### src/verilog/fsx_pkg.sv
package fsx_pkg;
  // frame formats
  typedef enum logic [1:0]
  {
    FSX_FRAME_NULL = 2'h0,
    FSX_FRAME_IDLE = 2'h1,
    FSX_FRAME_BUSY = 2'h3,
    FSX_FRAME_UNIMP = 2'h2
  } fsx_frame_type;
  // frame lengths in words
  localparam logic [5:0] FSX_WORDS_NULL = 6'h01;
  localparam logic [5:0] FSX_WORDS_IDLE = 6'h01;
  localparam logic [5:0] FSX_WORDS_BUSY = 6'h32;
  localparam logic [5:0] FSX_WORDS_UNIMP = 6'h16;
  // access-error frame portion read on return
  localparam logic [7:0] FSX_RET_FIRST = 8'h00;
  localparam logic [7:0] FSX_RET_LAST = 8'h0D;
  // square root command recoding
  localparam logic [6:0] FSX_SQRT_OP = 7'h04;
  localparam logic [6:0] FSX_SQRT_OP1 = 7'h05;
  localparam logic [6:0] FSX_SQRT_OP3 = 7'h21;
  // type tags
  localparam logic [2:0] FSX_TAG_NORM = 3'h0;
  localparam logic [2:0] FSX_TAG_ZERO = 3'h1;
  localparam logic [2:0] FSX_TAG_INF = 3'h2;
  localparam logic [2:0] FSX_TAG_NAN = 3'h3;
  localparam logic [2:0] FSX_TAG_XDEN = 3'h4;
  localparam logic [2:0] FSX_TAG_SDDEN = 3'h5;
  // exception bit positions, highest priority first
  localparam int FSX_EXC_UNORDERED_BRANCH_EXCEPTION = 6;
  localparam int FSX_EXC_SIGNALING_NAN_EXCEPTION = 5;
  localparam int FSX_EXC_OPERAND_ERROR_EXCEPTION = 4;
  localparam int FSX_EXC_OVERFLOW_EXCEPTION = 3;
  localparam int FSX_EXC_UNDERFLOW_EXCEPTION = 2;
  localparam int FSX_EXC_DZ = 1;
  localparam int FSX_EXC_SECOND_INEXACT_EXCEPTION = 0;
  localparam int FSX_NEXC = 7;
  // pending-at-return kinds
  localparam logic [1:0] FSX_PEND_NONE = 2'h0;
  localparam logic [1:0] FSX_PEND_TRACE = 2'h1;
  localparam logic [1:0] FSX_PEND_UNIMP = 2'h2;
  localparam logic [1:0] FSX_PEND_POST = 2'h3;
endpackage : fsx_pkg

### src/verilog/fsx_prio.sv
`timescale 1ns/100ps
module fsx_prio #(
  parameter int N = 7
) (
  input wire logic [N-1:0] i_req,
  output logic [N-1:0] o_grant,
  output logic o_any
);
  // highest index wins
  genvar g;
  generate
    for (g = 0; g < N; g++)
    begin : g_bit
      if (g == N - 1)
      begin : g_top
        assign o_grant[g] = i_req[g];
      end
      else
      begin : g_low
        assign o_grant[g] = i_req[g] & ~|i_req[N-1:g+1];
      end
    end
  endgenerate
  assign o_any = |i_req;
endmodule : fsx_prio

### src/verilog/fsx_cmd_map.sv
`timescale 1ns/100ps
module fsx_cmd_map (
  input wire logic [15:0] i_cmd,
  output logic [15:0] o_cmd1,
  output logic [15:0] o_cmd3
);
  logic [6:0] op1;
  // square root recoded in first stage
  assign op1 = (i_cmd[6:0] == fsx_pkg::FSX_SQRT_OP) ?
    fsx_pkg::FSX_SQRT_OP1 : i_cmd[6:0];
  assign o_cmd1 = {i_cmd[15:7], op1};
  // third-stage encoding from first-stage form
  assign o_cmd3 = (op1 == fsx_pkg::FSX_SQRT_OP1) ?
    {i_cmd[15:7], fsx_pkg::FSX_SQRT_OP3} :
    {i_cmd[15:7], op1[6:0]};
endmodule : fsx_cmd_map

### src/verilog/fsx_unit.sv
`timescale 1ns/100ps
module fsx_unit (
  input wire logic i_mclk,
  input wire logic i_rstn,
  input wire logic i_fp_issue,
  input wire logic i_fp_unimp,
  input wire logic [15:0] i_fp_cmd,
  input wire logic i_fp_arith,
  input wire logic i_fp_packed,
  input wire logic [95:0] i_src_op,
  input wire logic [79:0] i_dst_op,
  input wire logic [2:0] i_src_tag,
  input wire logic [2:0] i_dst_tag,
  input wire logic i_pipe_busy,
  input wire logic i_pipe_blocked,
  input wire logic [6:0] i_exc_raw,
  input wire logic [6:0] i_exc_force,
  input wire logic i_exc_nu,
  input wire logic i_exc_post,
  input wire logic i_unsup_type,
  input wire logic [7:0] i_fp_control_register,
  input wire logic i_first_inexact_latch_wr,
  input wire logic i_first_inexact_latch_wdata,
  input wire logic i_fp_state_save,
  input wire logic i_fp_state_restore,
  input wire logic i_restore_null,
  input wire logic i_in_handler,
  input wire logic i_return_from_exception,
  input wire logic [1:0] i_ret_pending,
  input wire logic [7:0] i_ret_offset,
  output logic o_save_stall,
  output logic o_save_done,
  output fsx_pkg::fsx_frame_type o_frame_format,
  output logic [5:0] o_frame_words,
  output logic [15:0] o_first_stage_command_field,
  output logic [15:0] o_third_stage_command_field,
  output logic o_conversion_stage_flag,
  output logic o_normalize_stage_flag,
  output logic o_post_flag,
  output logic o_source_temp_sign,
  output logic [14:0] o_source_temp_exponent,
  output logic [63:0] o_source_temp_mantissa,
  output logic o_dest_temp_sign,
  output logic [14:0] o_dest_temp_exponent,
  output logic [63:0] o_dest_temp_mantissa,
  output logic [2:0] o_source_type_tag,
  output logic [2:0] o_destination_type_tag,
  output logic [6:0] o_exc_pending,
  output logic o_trap,
  output logic [6:0] o_trap_vector,
  output logic o_first_inexact_latch,
  output logic o_fpu_abort,
  output logic o_order_violation,
  output logic o_ret_read_en,
  output logic o_ret_start_pending,
  output logic [1:0] o_ret_kind
);
  typedef enum logic [1:0]
  {
    FSX_IDLE = 2'h0,
    FSX_WAIT = 2'h1,
    FSX_EMIT = 2'h3
  } fsx_state_type;

  typedef struct packed {
    fsx_state_type st;
    logic used;
    logic last_unimp;
    logic [6:0] exc;
    logic nu;
    logic post;
    logic cu;
    logic [15:0] cmd;
    logic packed_src;
    logic [95:0] src;
    logic [79:0] dst;
    logic [2:0] source_type_tag;
    logic [2:0] destination_type_tag;
    logic first_inexact_latch;
    logic save_done;
    fsx_pkg::fsx_frame_type fmt;
    logic [5:0] words;
    logic trap;
    logic [6:0] vec;
    logic abort;
    logic viol;
    logic saved_in_handler;
    logic ret_go;
    logic [1:0] ret_kind;
  } fsx_regs_type;

  fsx_regs_type r_q;
  fsx_regs_type r_d;
  logic [6:0] grant;
  logic any_exc;
  logic [6:0] trap_req;
  logic [15:0] cmd1;
  logic [15:0] cmd3;

  // enabled exceptions, or forced ones in bits 5 to 2, reach the trap
  assign trap_req = (i_exc_raw & i_fp_control_register[6:0]) |
    (i_exc_force & 7'h3C);

  fsx_prio #(
    .N(fsx_pkg::FSX_NEXC)
  ) u_prio (
    .i_req(trap_req),
    .o_grant(grant),
    .o_any(any_exc)
  );

  fsx_cmd_map u_map (
    .i_cmd(r_q.cmd),
    .o_cmd1(cmd1),
    .o_cmd3(cmd3)
  );

  always_comb
  begin
    r_d = r_q;
    r_d.save_done = 1'b0;
    r_d.trap = 1'b0;
    r_d.abort = 1'b0;
    r_d.viol = 1'b0;
    r_d.ret_go = 1'b0;
    // capture operands of each issued instruction
    if (i_fp_issue)
    begin
      r_d.used = 1'b1;
      r_d.last_unimp = i_fp_unimp;
      r_d.cmd = i_fp_cmd;
      r_d.packed_src = i_fp_packed;
      r_d.src = i_src_op;
      r_d.dst = i_dst_op;
      r_d.source_type_tag = i_src_tag;
      r_d.destination_type_tag = i_dst_tag;
      r_d.cu = i_unsup_type & i_fp_unimp;
      if (i_in_handler && !r_q.saved_in_handler)
      begin
        r_d.viol = 1'b1;
      end
    end
    // record raw exceptions only when a trap is requested; signal only when not saving
    if (any_exc)
    begin
      r_d.exc = r_q.exc | i_exc_raw;
      r_d.nu = i_exc_nu & i_fp_arith &
        (|(i_exc_raw & 7'h0D)) & ~(|(i_exc_raw & 7'h72));
      r_d.cu = ~r_d.nu | r_q.cu;
      r_d.post = i_exc_post;
      if (r_q.st == FSX_IDLE && !i_fp_state_save)
      begin
        r_d.trap = 1'b1;
        r_d.vec = grant;
      end
    end
    // hardware never sets the first inexact latch
    if (i_first_inexact_latch_wr)
    begin
      r_d.first_inexact_latch = i_first_inexact_latch_wdata;
    end
    if (!i_in_handler)
    begin
      r_d.saved_in_handler = 1'b0;
    end
    unique case (r_q.st)
      FSX_IDLE:
      begin
        if (i_fp_state_save)
        begin
          r_d.st = FSX_WAIT;
          if (i_in_handler)
          begin
            r_d.saved_in_handler = 1'b1;
          end
        end
      end
      FSX_WAIT:
      begin
        if (!i_pipe_busy || i_pipe_blocked)
        begin
          r_d.st = FSX_EMIT;
        end
      end
      FSX_EMIT:
      begin
        r_d.st = FSX_IDLE;
        r_d.save_done = 1'b1;
        if (!r_q.used)
        begin
          r_d.fmt = fsx_pkg::FSX_FRAME_NULL;
          r_d.words = fsx_pkg::FSX_WORDS_NULL;
        end
        else if (r_q.last_unimp)
        begin
          r_d.fmt = fsx_pkg::FSX_FRAME_UNIMP;
          r_d.words = fsx_pkg::FSX_WORDS_UNIMP;
        end
        else if (|r_q.exc)
        begin
          r_d.fmt = fsx_pkg::FSX_FRAME_BUSY;
          r_d.words = fsx_pkg::FSX_WORDS_BUSY;
        end
        else
        begin
          r_d.fmt = fsx_pkg::FSX_FRAME_IDLE;
          r_d.words = fsx_pkg::FSX_WORDS_IDLE;
        end
      end
      default:
      begin
        r_d.st = FSX_IDLE;
      end
    endcase
    // null restore returns to reset state
    if (i_fp_state_restore && i_restore_null)
    begin
      r_d = '0;
      r_d.abort = 1'b1;
    end
    // return from access error
    if (i_return_from_exception &&
      i_ret_pending != fsx_pkg::FSX_PEND_NONE)
    begin
      r_d.ret_go = 1'b1;
      r_d.ret_kind = i_ret_pending;
    end
  end

  always_ff @(posedge i_mclk or negedge i_rstn)
  begin
    if (!i_rstn)
    begin
      r_q <= '0;
    end
    else
    begin
      r_q <= r_d;
    end
  end

  assign o_save_stall = (r_q.st != FSX_IDLE);
  assign o_save_done = r_q.save_done;
  assign o_frame_format = r_q.fmt;
  assign o_frame_words = r_q.words;
  assign o_first_stage_command_field = cmd1;
  assign o_third_stage_command_field = cmd3;
  assign o_conversion_stage_flag = r_q.cu;
  assign o_normalize_stage_flag = r_q.nu;
  assign o_post_flag = r_q.post;
  assign o_source_temp_sign = r_q.packed_src ? 1'b0 : r_q.src[79];
  assign o_source_temp_exponent = r_q.packed_src ? 15'h0000 :
    r_q.src[78:64];
  assign o_source_temp_mantissa = r_q.src[63:0];
  assign o_dest_temp_sign = r_q.packed_src ? 1'b0 : r_q.dst[79];
  assign o_dest_temp_exponent = r_q.packed_src ? 15'h0000 :
    r_q.dst[78:64];
  assign o_dest_temp_mantissa = r_q.packed_src ?
    {32'h00000000, r_q.src[95:64]} : r_q.dst[63:0];
  assign o_source_type_tag = r_q.packed_src ? 3'h0 : r_q.source_type_tag;
  assign o_destination_type_tag = r_q.destination_type_tag;
  assign o_exc_pending = r_q.exc;
  assign o_trap = r_q.trap;
  assign o_trap_vector = r_q.vec;
  assign o_first_inexact_latch = r_q.first_inexact_latch;
  assign o_fpu_abort = r_q.abort;
  assign o_order_violation = r_q.viol;
  assign o_ret_read_en = i_return_from_exception &&
    (i_ret_offset >= fsx_pkg::FSX_RET_FIRST) &&
    (i_ret_offset <= fsx_pkg::FSX_RET_LAST);
  assign o_ret_start_pending = r_q.ret_go;
  assign o_ret_kind = r_q.ret_kind;

  property p_wait_stall;
    @(posedge i_mclk) disable iff (!i_rstn)
    (r_q.st == FSX_WAIT && i_pipe_busy && !i_pipe_blocked) |=> o_save_stall;
  endproperty
  a_wait_stall: assert property (p_wait_stall)
    else $error("save did not stall");

  property p_no_trap_saving;
    @(posedge i_mclk) disable iff (!i_rstn)
    (r_q.st == FSX_WAIT) |=> !o_trap;
  endproperty
  a_no_trap_saving: assert property (p_no_trap_saving)
    else $error("trap during save wait");

  property p_null_frame;
    @(posedge i_mclk) disable iff (!i_rstn)
    (r_q.st == FSX_EMIT && !r_q.used && !i_fp_state_restore) |=>
      (o_frame_format == fsx_pkg::FSX_FRAME_NULL);
  endproperty
  a_null_frame: assert property (p_null_frame)
    else $error("null frame expected");

  property p_busy_words;
    @(posedge i_mclk) disable iff (!i_rstn)
    (o_save_done && o_frame_format == fsx_pkg::FSX_FRAME_BUSY) |->
      (o_frame_words == 6'h32);
  endproperty
  a_busy_words: assert property (p_busy_words)
    else $error("busy frame not fifty words");

  property p_unimp_words;
    @(posedge i_mclk) disable iff (!i_rstn)
    (o_save_done && o_frame_format == fsx_pkg::FSX_FRAME_UNIMP) |->
      (o_frame_words == 6'h16);
  endproperty
  a_unimp_words: assert property (p_unimp_words)
    else $error("unimplemented frame not twenty-two words");

  property p_abort;
    @(posedge i_mclk) disable iff (!i_rstn)
    (i_fp_state_restore && i_restore_null) |=>
      (o_fpu_abort && !o_save_stall && o_exc_pending == 7'h00);
  endproperty
  a_abort: assert property (p_abort)
    else $error("null restore did not reset");

  property p_sqrt3;
    @(posedge i_mclk) disable iff (!i_rstn)
    (r_q.cmd[6:0] == 7'h04) |->
      (o_first_stage_command_field[6:0] == 7'h05 &&
       o_third_stage_command_field[6:0] == 7'h21);
  endproperty
  a_sqrt3: assert property (p_sqrt3)
    else $error("square root recoding wrong");

  property p_first_inexact_latch;
    @(posedge i_mclk) disable iff (!i_rstn)
    (!i_first_inexact_latch_wr && !(i_fp_state_restore && i_restore_null)) |=>
      $stable(o_first_inexact_latch);
  endproperty
  a_first_inexact_latch: assert property (p_first_inexact_latch)
    else $error("first inexact changed by hardware");

  property p_ret;
    @(posedge i_mclk) disable iff (!i_rstn)
    (i_return_from_exception && i_ret_pending == 2'h3) |=>
      (o_ret_start_pending && o_ret_kind == 2'h3);
  endproperty
  a_ret: assert property (p_ret)
    else $error("pending post exception not started");
endmodule : fsx_unit

### config.mk
export PLATFORM = sky130hd
export DESIGN_NAME = fsx_unit
export DESIGN_NICKNAME = d
export VERILOG_FILES = /design/src/verilog/fsx_pkg.sv /design/src/verilog/fsx_prio.sv /design/src/verilog/fsx_cmd_map.sv /design/src/verilog/fsx_unit.sv
export SDC_FILE = /design/constraint.sdc
export NUM_CORES = 1
export LEC_CHECK = 0
export BUFFER_PORTS_ARGS = -buffer_cell sky130_fd_sc_hd__buf_2
export CAP_MARGIN = 15
export CORE_AREA = 8 8 183 185
export DETAILED_ROUTE_END_ITERATION = 10
export DIE_AREA = 0 0 191 193
export GPL_ROUTABILITY_DRIVEN = 0
export GPL_TIMING_DRIVEN = 0
export SYNTH_ARGS = -nofsm -noshare
export SYNTH_HDL_FRONTEND = slang
export SYNTH_HIERARCHICAL = 1
export SYNTH_SLANG_ARGS = --single-unit
### constraint.sdc
create_clock -name i_mclk -period 3.45 [get_ports i_mclk]
set_input_delay 0.5175 -clock i_mclk [delete_from_list [all_inputs] [get_ports i_mclk]]
set_output_delay 0.5175 -clock i_mclk [all_outputs]
set_load 0.1 [all_outputs]
; Word level (Yosys, flattened, before mapping)
; Index checks and enable logic that the tools add are counted.
[word_totals]
ff_bits = 237
output_inout_bits = 233
[classes]
order_cmp = 2
n_eq_ne = 6
n_mux = 29
bitwise_logic = 16
reduce_logical = 37
[op_table]
columns = operator, count
row1 = $mux W237, 1
row2 = $mux W200, 1
row3 = $mux W64, 1
row4 = $mux W8, 5
row5 = $mux W15, 2
row6 = $reduce_bool A2 Y1, 8
row7 = $eq A7 B3 Y1 const B, 2
row8 = $mux W7, 2
row9 = $reduce_or A7 Y1, 2
row10 = $and A1 B1 Y1, 10
row11 = $mux W10, 1
row12 = $logic_not A1 Y1, 9
row13 = $mux W1, 9
row14 = $mux W9, 1
row15 = $ge A8 B1 Y1 const B, 1
row16 = $le A8 B4 Y1 const B, 1
row17 = $reduce_or A4 Y1, 2
row18 = $and A7 B7 Y7, 1
row19 = $or A7 B6 Y7, 1
row20 = $or A7 B7 Y7, 1
row21 = $logic_and A1 B1 Y1, 6
row22 = $mux W2, 3
row23 = $mux W3, 2
row24 = $reduce_or A3 Y1, 2
row25 = other kinds (14), 16

; Logic depth before layout (Yosys ltp)
[logic_depth]
word_depth = 9
ltp_mapped = 7
mapped_depth_nobuf = 6

; Hierarchy
; Netlist, hierarchy kept.
[by_module_without_submodules]
columns = mod, instances, cells_each, area_per_inst_um2
row1 = fsx_unit, 1, 987, 10913.0
row2 = fsx_cmd_map, 1, 34, 241.5
row3 = fsx_prio, 1, 10, 72.6

; Least setup slack after synthesis
; Ideal clock, no wire load.
[synth_path]
kind = register to output
startpoint = reg r_q[209] (netlist bit)
endpoint = out o_third_stage_command_field[2]
t_arrival_ns = 2.719
setup_slack_ns = 0.214
stages_incl_launch_ff = 3
n_path_buf = 0
cell_sequence = dfrtp_1 > nor4b_4 > a21boi_0
[synth_via]
elab_chain_len = 4
[synth_rtl]
columns = element, line
row1 = from (decl), fsx_unit.sv:92  ; fsx_regs_type r_q;
row2 = from (signal assigned), fsx_unit.sv:238  ; r_q <= r_d;
row3 = $eq A7 B3 Y1, fsx_cmd_map.sv:9  ; assign op1 = (i_cmd[6:0] == fsx_pkg::FSX_SQRT_OP) ?
row4 = $mux W7 *, fsx_cmd_map.sv:9
row5 = $eq A7 B3 Y1, fsx_cmd_map.sv:13  ; assign o_cmd3 = (op1 == fsx_pkg::FSX_SQRT_OP1) ?
row6 = $mux W7 *, fsx_cmd_map.sv:13
row7 = to (decl), fsx_unit.sv:36  ; output logic [15:0] o_third_stage_command_field,
; Mark *: on every way between the ends. The rest lies on a longest branch, timed or not.

; Worst setup path in the final report
[layout_path]
startpoint = reg r_q[206] (netlist bit)
endpoint = out o_source_temp_exponent[8]
[layout_via]
elab_chain_len = 1
[layout_rtl]
columns = element, line
row1 = $mux W15, fsx_unit.sv:252  ; assign o_source_temp_exponent = r_q.packed_src ? 15'h0000 :
row2 = to (decl), fsx_unit.sv:41  ; output logic [14:0] o_source_temp_exponent,
; No other way between the ends.

==> results.md <==
Drt:
- After detailed routing, the total wire length is 38700 um.
- In this run the remaining antenna-violating nets after routing total 0.
- In the routed design, unresolved DRC markers number 0.
- The first TritonRoute pass finished after 4 iterations.
- Using the TritonRoute via totals, the vias-per-cell ratio works out to 4.60.
- The starting DRC count in detailed routing is 395.
- Detailed routing inserted a total of 9007 vias.
- The mean routed wirelength per cell is 19.8 um.

Placement:
- The number of port buffers is 473.
- Summed over all nets, the half-perimeter wirelength after detailed placement is 30100 um.
- After detailed placement, the design holds a cell count of 1908.

Critical path:
- STA puts the critical path data arrival time at 2.47 ns.
- The kind of capture point of the worst setup path is an output pin.
- The data required time at the worst endpoint is 2.93 ns.
- STA classifies the critical path startpoint as a flop.
- The highest net fanout along the worst path is 10.
- The critical path is of the flop to output pin type.

Job:
- The max-capacitance violation count is 0.

Global routing:
- The layer with the highest usage is met2.
- For this run, global-route usage on met3 was measured as 7.27%.
- The global route total overflow is 0.
- For this run, the total global-route usage over all layers was measured as 20.1%.
- The met1 usage is 23.8%.
- The number of antenna violations at the first check in global routing was 11.
- Entering global routing, the biggest net connects 115 pins.
- The met2 global-route usage is 34.7%.
- The first global-routing pass estimated 57200 um of wire.
- The number of global-route vias before repair came to 9527.

CTS:
- The post-cts gate resize count is 0.
- Clock tree synthesis selected as its root buffer the cell clkbuf_16.
- The number of clock sinks is 234.
- The count of hold-fix buffers inserted at cts is 1.
- CTS built an H-tree with a depth of 1.
- Clock-pin slew was measured on the worst setup and hold paths at 0.06 ns.
- The clock latency at the later pin of the worst-skew pair is 0.53 ns.
- In this run the post-CTS setup repair buffer count came out at 0.
- The maximum number of buffers from clock root to sink is 3.
- TritonCTS built the clock tree.
- The CTS buffer count is 27.

Timing:
- The slew at the pin closest to its max-slew limit is 0.837 ns.
- Of the available clock period, the critical path in the final layout requires 86.6%.
- Across the routed clock network, the largest skew measured is 0.00830 ns.
- Setup repair after global routing left no endpoint under its margin.
- Setup violations remaining at the end of the flow were counted as 0.
- The worst slew slack as a fraction of its limit is 44.2%.
- The final count of hold timing violations is 0.
- The final critical delay including setup and external delays is 2.99 ns.
- The total count of max-transition violations in the final report came to 0.
- The upper clock frequency limit is 335 MHz.

Synthesis:
- In this run, synthesis inferred 0 flip-flops with an integrated enable.
- In the post-synthesis netlist, the biggest area contributors are dfrtp_1 (52%), mux2i_1 (18%), buf_4 (8.0%).
- By count the netlist is led by dfrtp_1 (234), nor2_1 (220), mux2i_1 (202).
- The dominant register cell in the synthesized netlist is dfrtp_1.
- The synthesized design contains 234 register bits.
- The synthesis warning total is 6.
- After synthesis, the largest area contributor takes up 52.2% of total cell area.
- In this run the cell area of the synthesized design comes to 0.0112 sq mm.
- The synthesized design spends more area on one cell type than any other, namely dfrtp_1.
- The sequential share of the synthesized area is 52.2%.
- Synthesis instantiated 39 different standard cells from the library.
- The number of nets in the synthesized netlist is 1279.
- The most repeated cell in the gate-level netlist after synthesis is dfrtp_1.
- After technology mapping, the gate count stands at 1031.
- The proportion of register bits with asynchronous set or reset after synthesis is 100%.
- The average size of a mapped cell is 10.9 sq um.

Floorplanning:
- The die outline height is 193 um.
- The x dimension of the die is 191 um.
- The starting density of the core is 36.4%.
- The I/O pin total is 481.
- The die covers 0.0369 sq mm.
- The core outline area is 0.0308 sq mm.
- Row generation in the floorplan step produced 65 rows.

Power:
- The share of total power dissipated in sequential elements is 34.0%.
- The total power per unit cell area is 621 mW/mm^2.
- Per report_power, the combinational group accounts for 37.2% of the total.
- The design draws 9.32 mW.
- The highest ir drop seen on vdd is 0.371 mV.
- The internal power summed over all cells is 5.33 mW.
- The net load switching power is 3.99 mW.
- Of the total power, the clock network draws 28.8%.
- Net switching is 42.8% of the power.
- For this design the static power due to leakage is 8.43 nW.

Layout:
- After the last flow step, the layout net total stands at 1784.
- The share of layout cells above drive strength 1 is 44.7%.
- The count of placed standard cells in the final layout, fillers left out is 1957.
- The area growth from synthesis to layout is 33.6%.
- The share of the core filled with cells in the final layout is 48.7%.

Hold path:
- The path type of the worst min-delay path is input pin to flop.

Status:
- The run finished with clean final reports.
==> per-layer routing <==
metal	share of wire, %	up-vias	wire (um)
met5	0.27	-	103
met2	49	333	18800
met1	39	4297	15100
li1	-	4295	-
met4	1.8	18	685
met3	10	64	3970
==> worst max-delay path, stage by stage, from the launching register on <==
cell and delay, ns:
dfrtp_1 0.32, clkbuf_1 0.37, clkbuf_1 0.69, nor2b_1 0.20
buf_2 0.36
==> through the flow <==
step                      instance area [sq um]  hold WS, ns  setup slack [ns]  setup TNS, ns
after global routing                      15000        0.214             0.237              0
after CTS                                 15000        0.198             0.330              0
after global placement                    14100        0.417             -2.55        -591.05
final                                     15000        0.225             0.464              0
after detailed placement                  14200        0.343             0.810              0
after floorplan                           11200        0.222             0.214              0
==> final cells by class <==
cell class	instances	area, sq um
Antenna cell	3	7.51
Buffer	182	1170
Clock buffer	42	802
Clock inverter	3	18.8
Fill cell	2971	15800
Inverter	5	18.8
Multi-Input combinational cell	610	4180
Sequential cell	234	5860
Tap cell	402	503
Timing Repair Buffer	476	2440
==> registers in the layout, summed over array words and instances (netlist names), 2 cells and up <==
register and flops:
r_q 137, o_source_temp_mantissa 64, o_exc_pending 7, o_trap_vector 7
o_frame_words 4, o_destination_type_tag 3, o_ret_kind 2
==> cells by family after synthesis <==
family          synth area share (%)
simple gates                    13.8
flops                           52.2
compound gates                  2.21
mux                             21.2
other cells                   0.0334
buf+inv                         10.6
==> power groups by stage <==
stage / sequential (mW) / clock, mW / combinational (mW)
after floorplan: 3.21 / 0 / 2.78
after global placement: 3.20 / 0 / 3.47
after detailed placement: 3.21 / 0 / 3.50
after CTS: 3.16 / 2.77 / 3.50
after global routing: 3.20 / 2.89 / 3.62
final: 3.17 / 2.69 / 3.47
==> path summary, 6_finish.rpt <==
check | depth (start not counted) | to | from | slack (ns)
max reg2reg | 3 | o_frame_words[4] | o_exc_pending[2] | 1.88
max in group asynchronous | 4 | r_q[176] | i_rstn | 1.75
min reg2reg | 1 | o_order_violation | r_q[3] | 0.44
min in group asynchronous | 2 | r_q[79] | i_rstn | 0.40
min | 3 | r_q[35] | i_dst_op[5] | 0.23
max | 4 | o_source_temp_exponent[8] | r_q[206] | 0.46
==> cells in the final DEF (no fill, tap or decap), types with 19 or more instances in the layout <==
cell	instances
dfrtp_1	234
clkbuf_16	27
nor2_1	220
mux2_2	32
nand2_1	20
nor2b_1	68
mux2i_1	202
a21oi_1	19
clkbuf_1	36
buf_2	498
buf_4	119
Power figures use the tool's default switching activity.
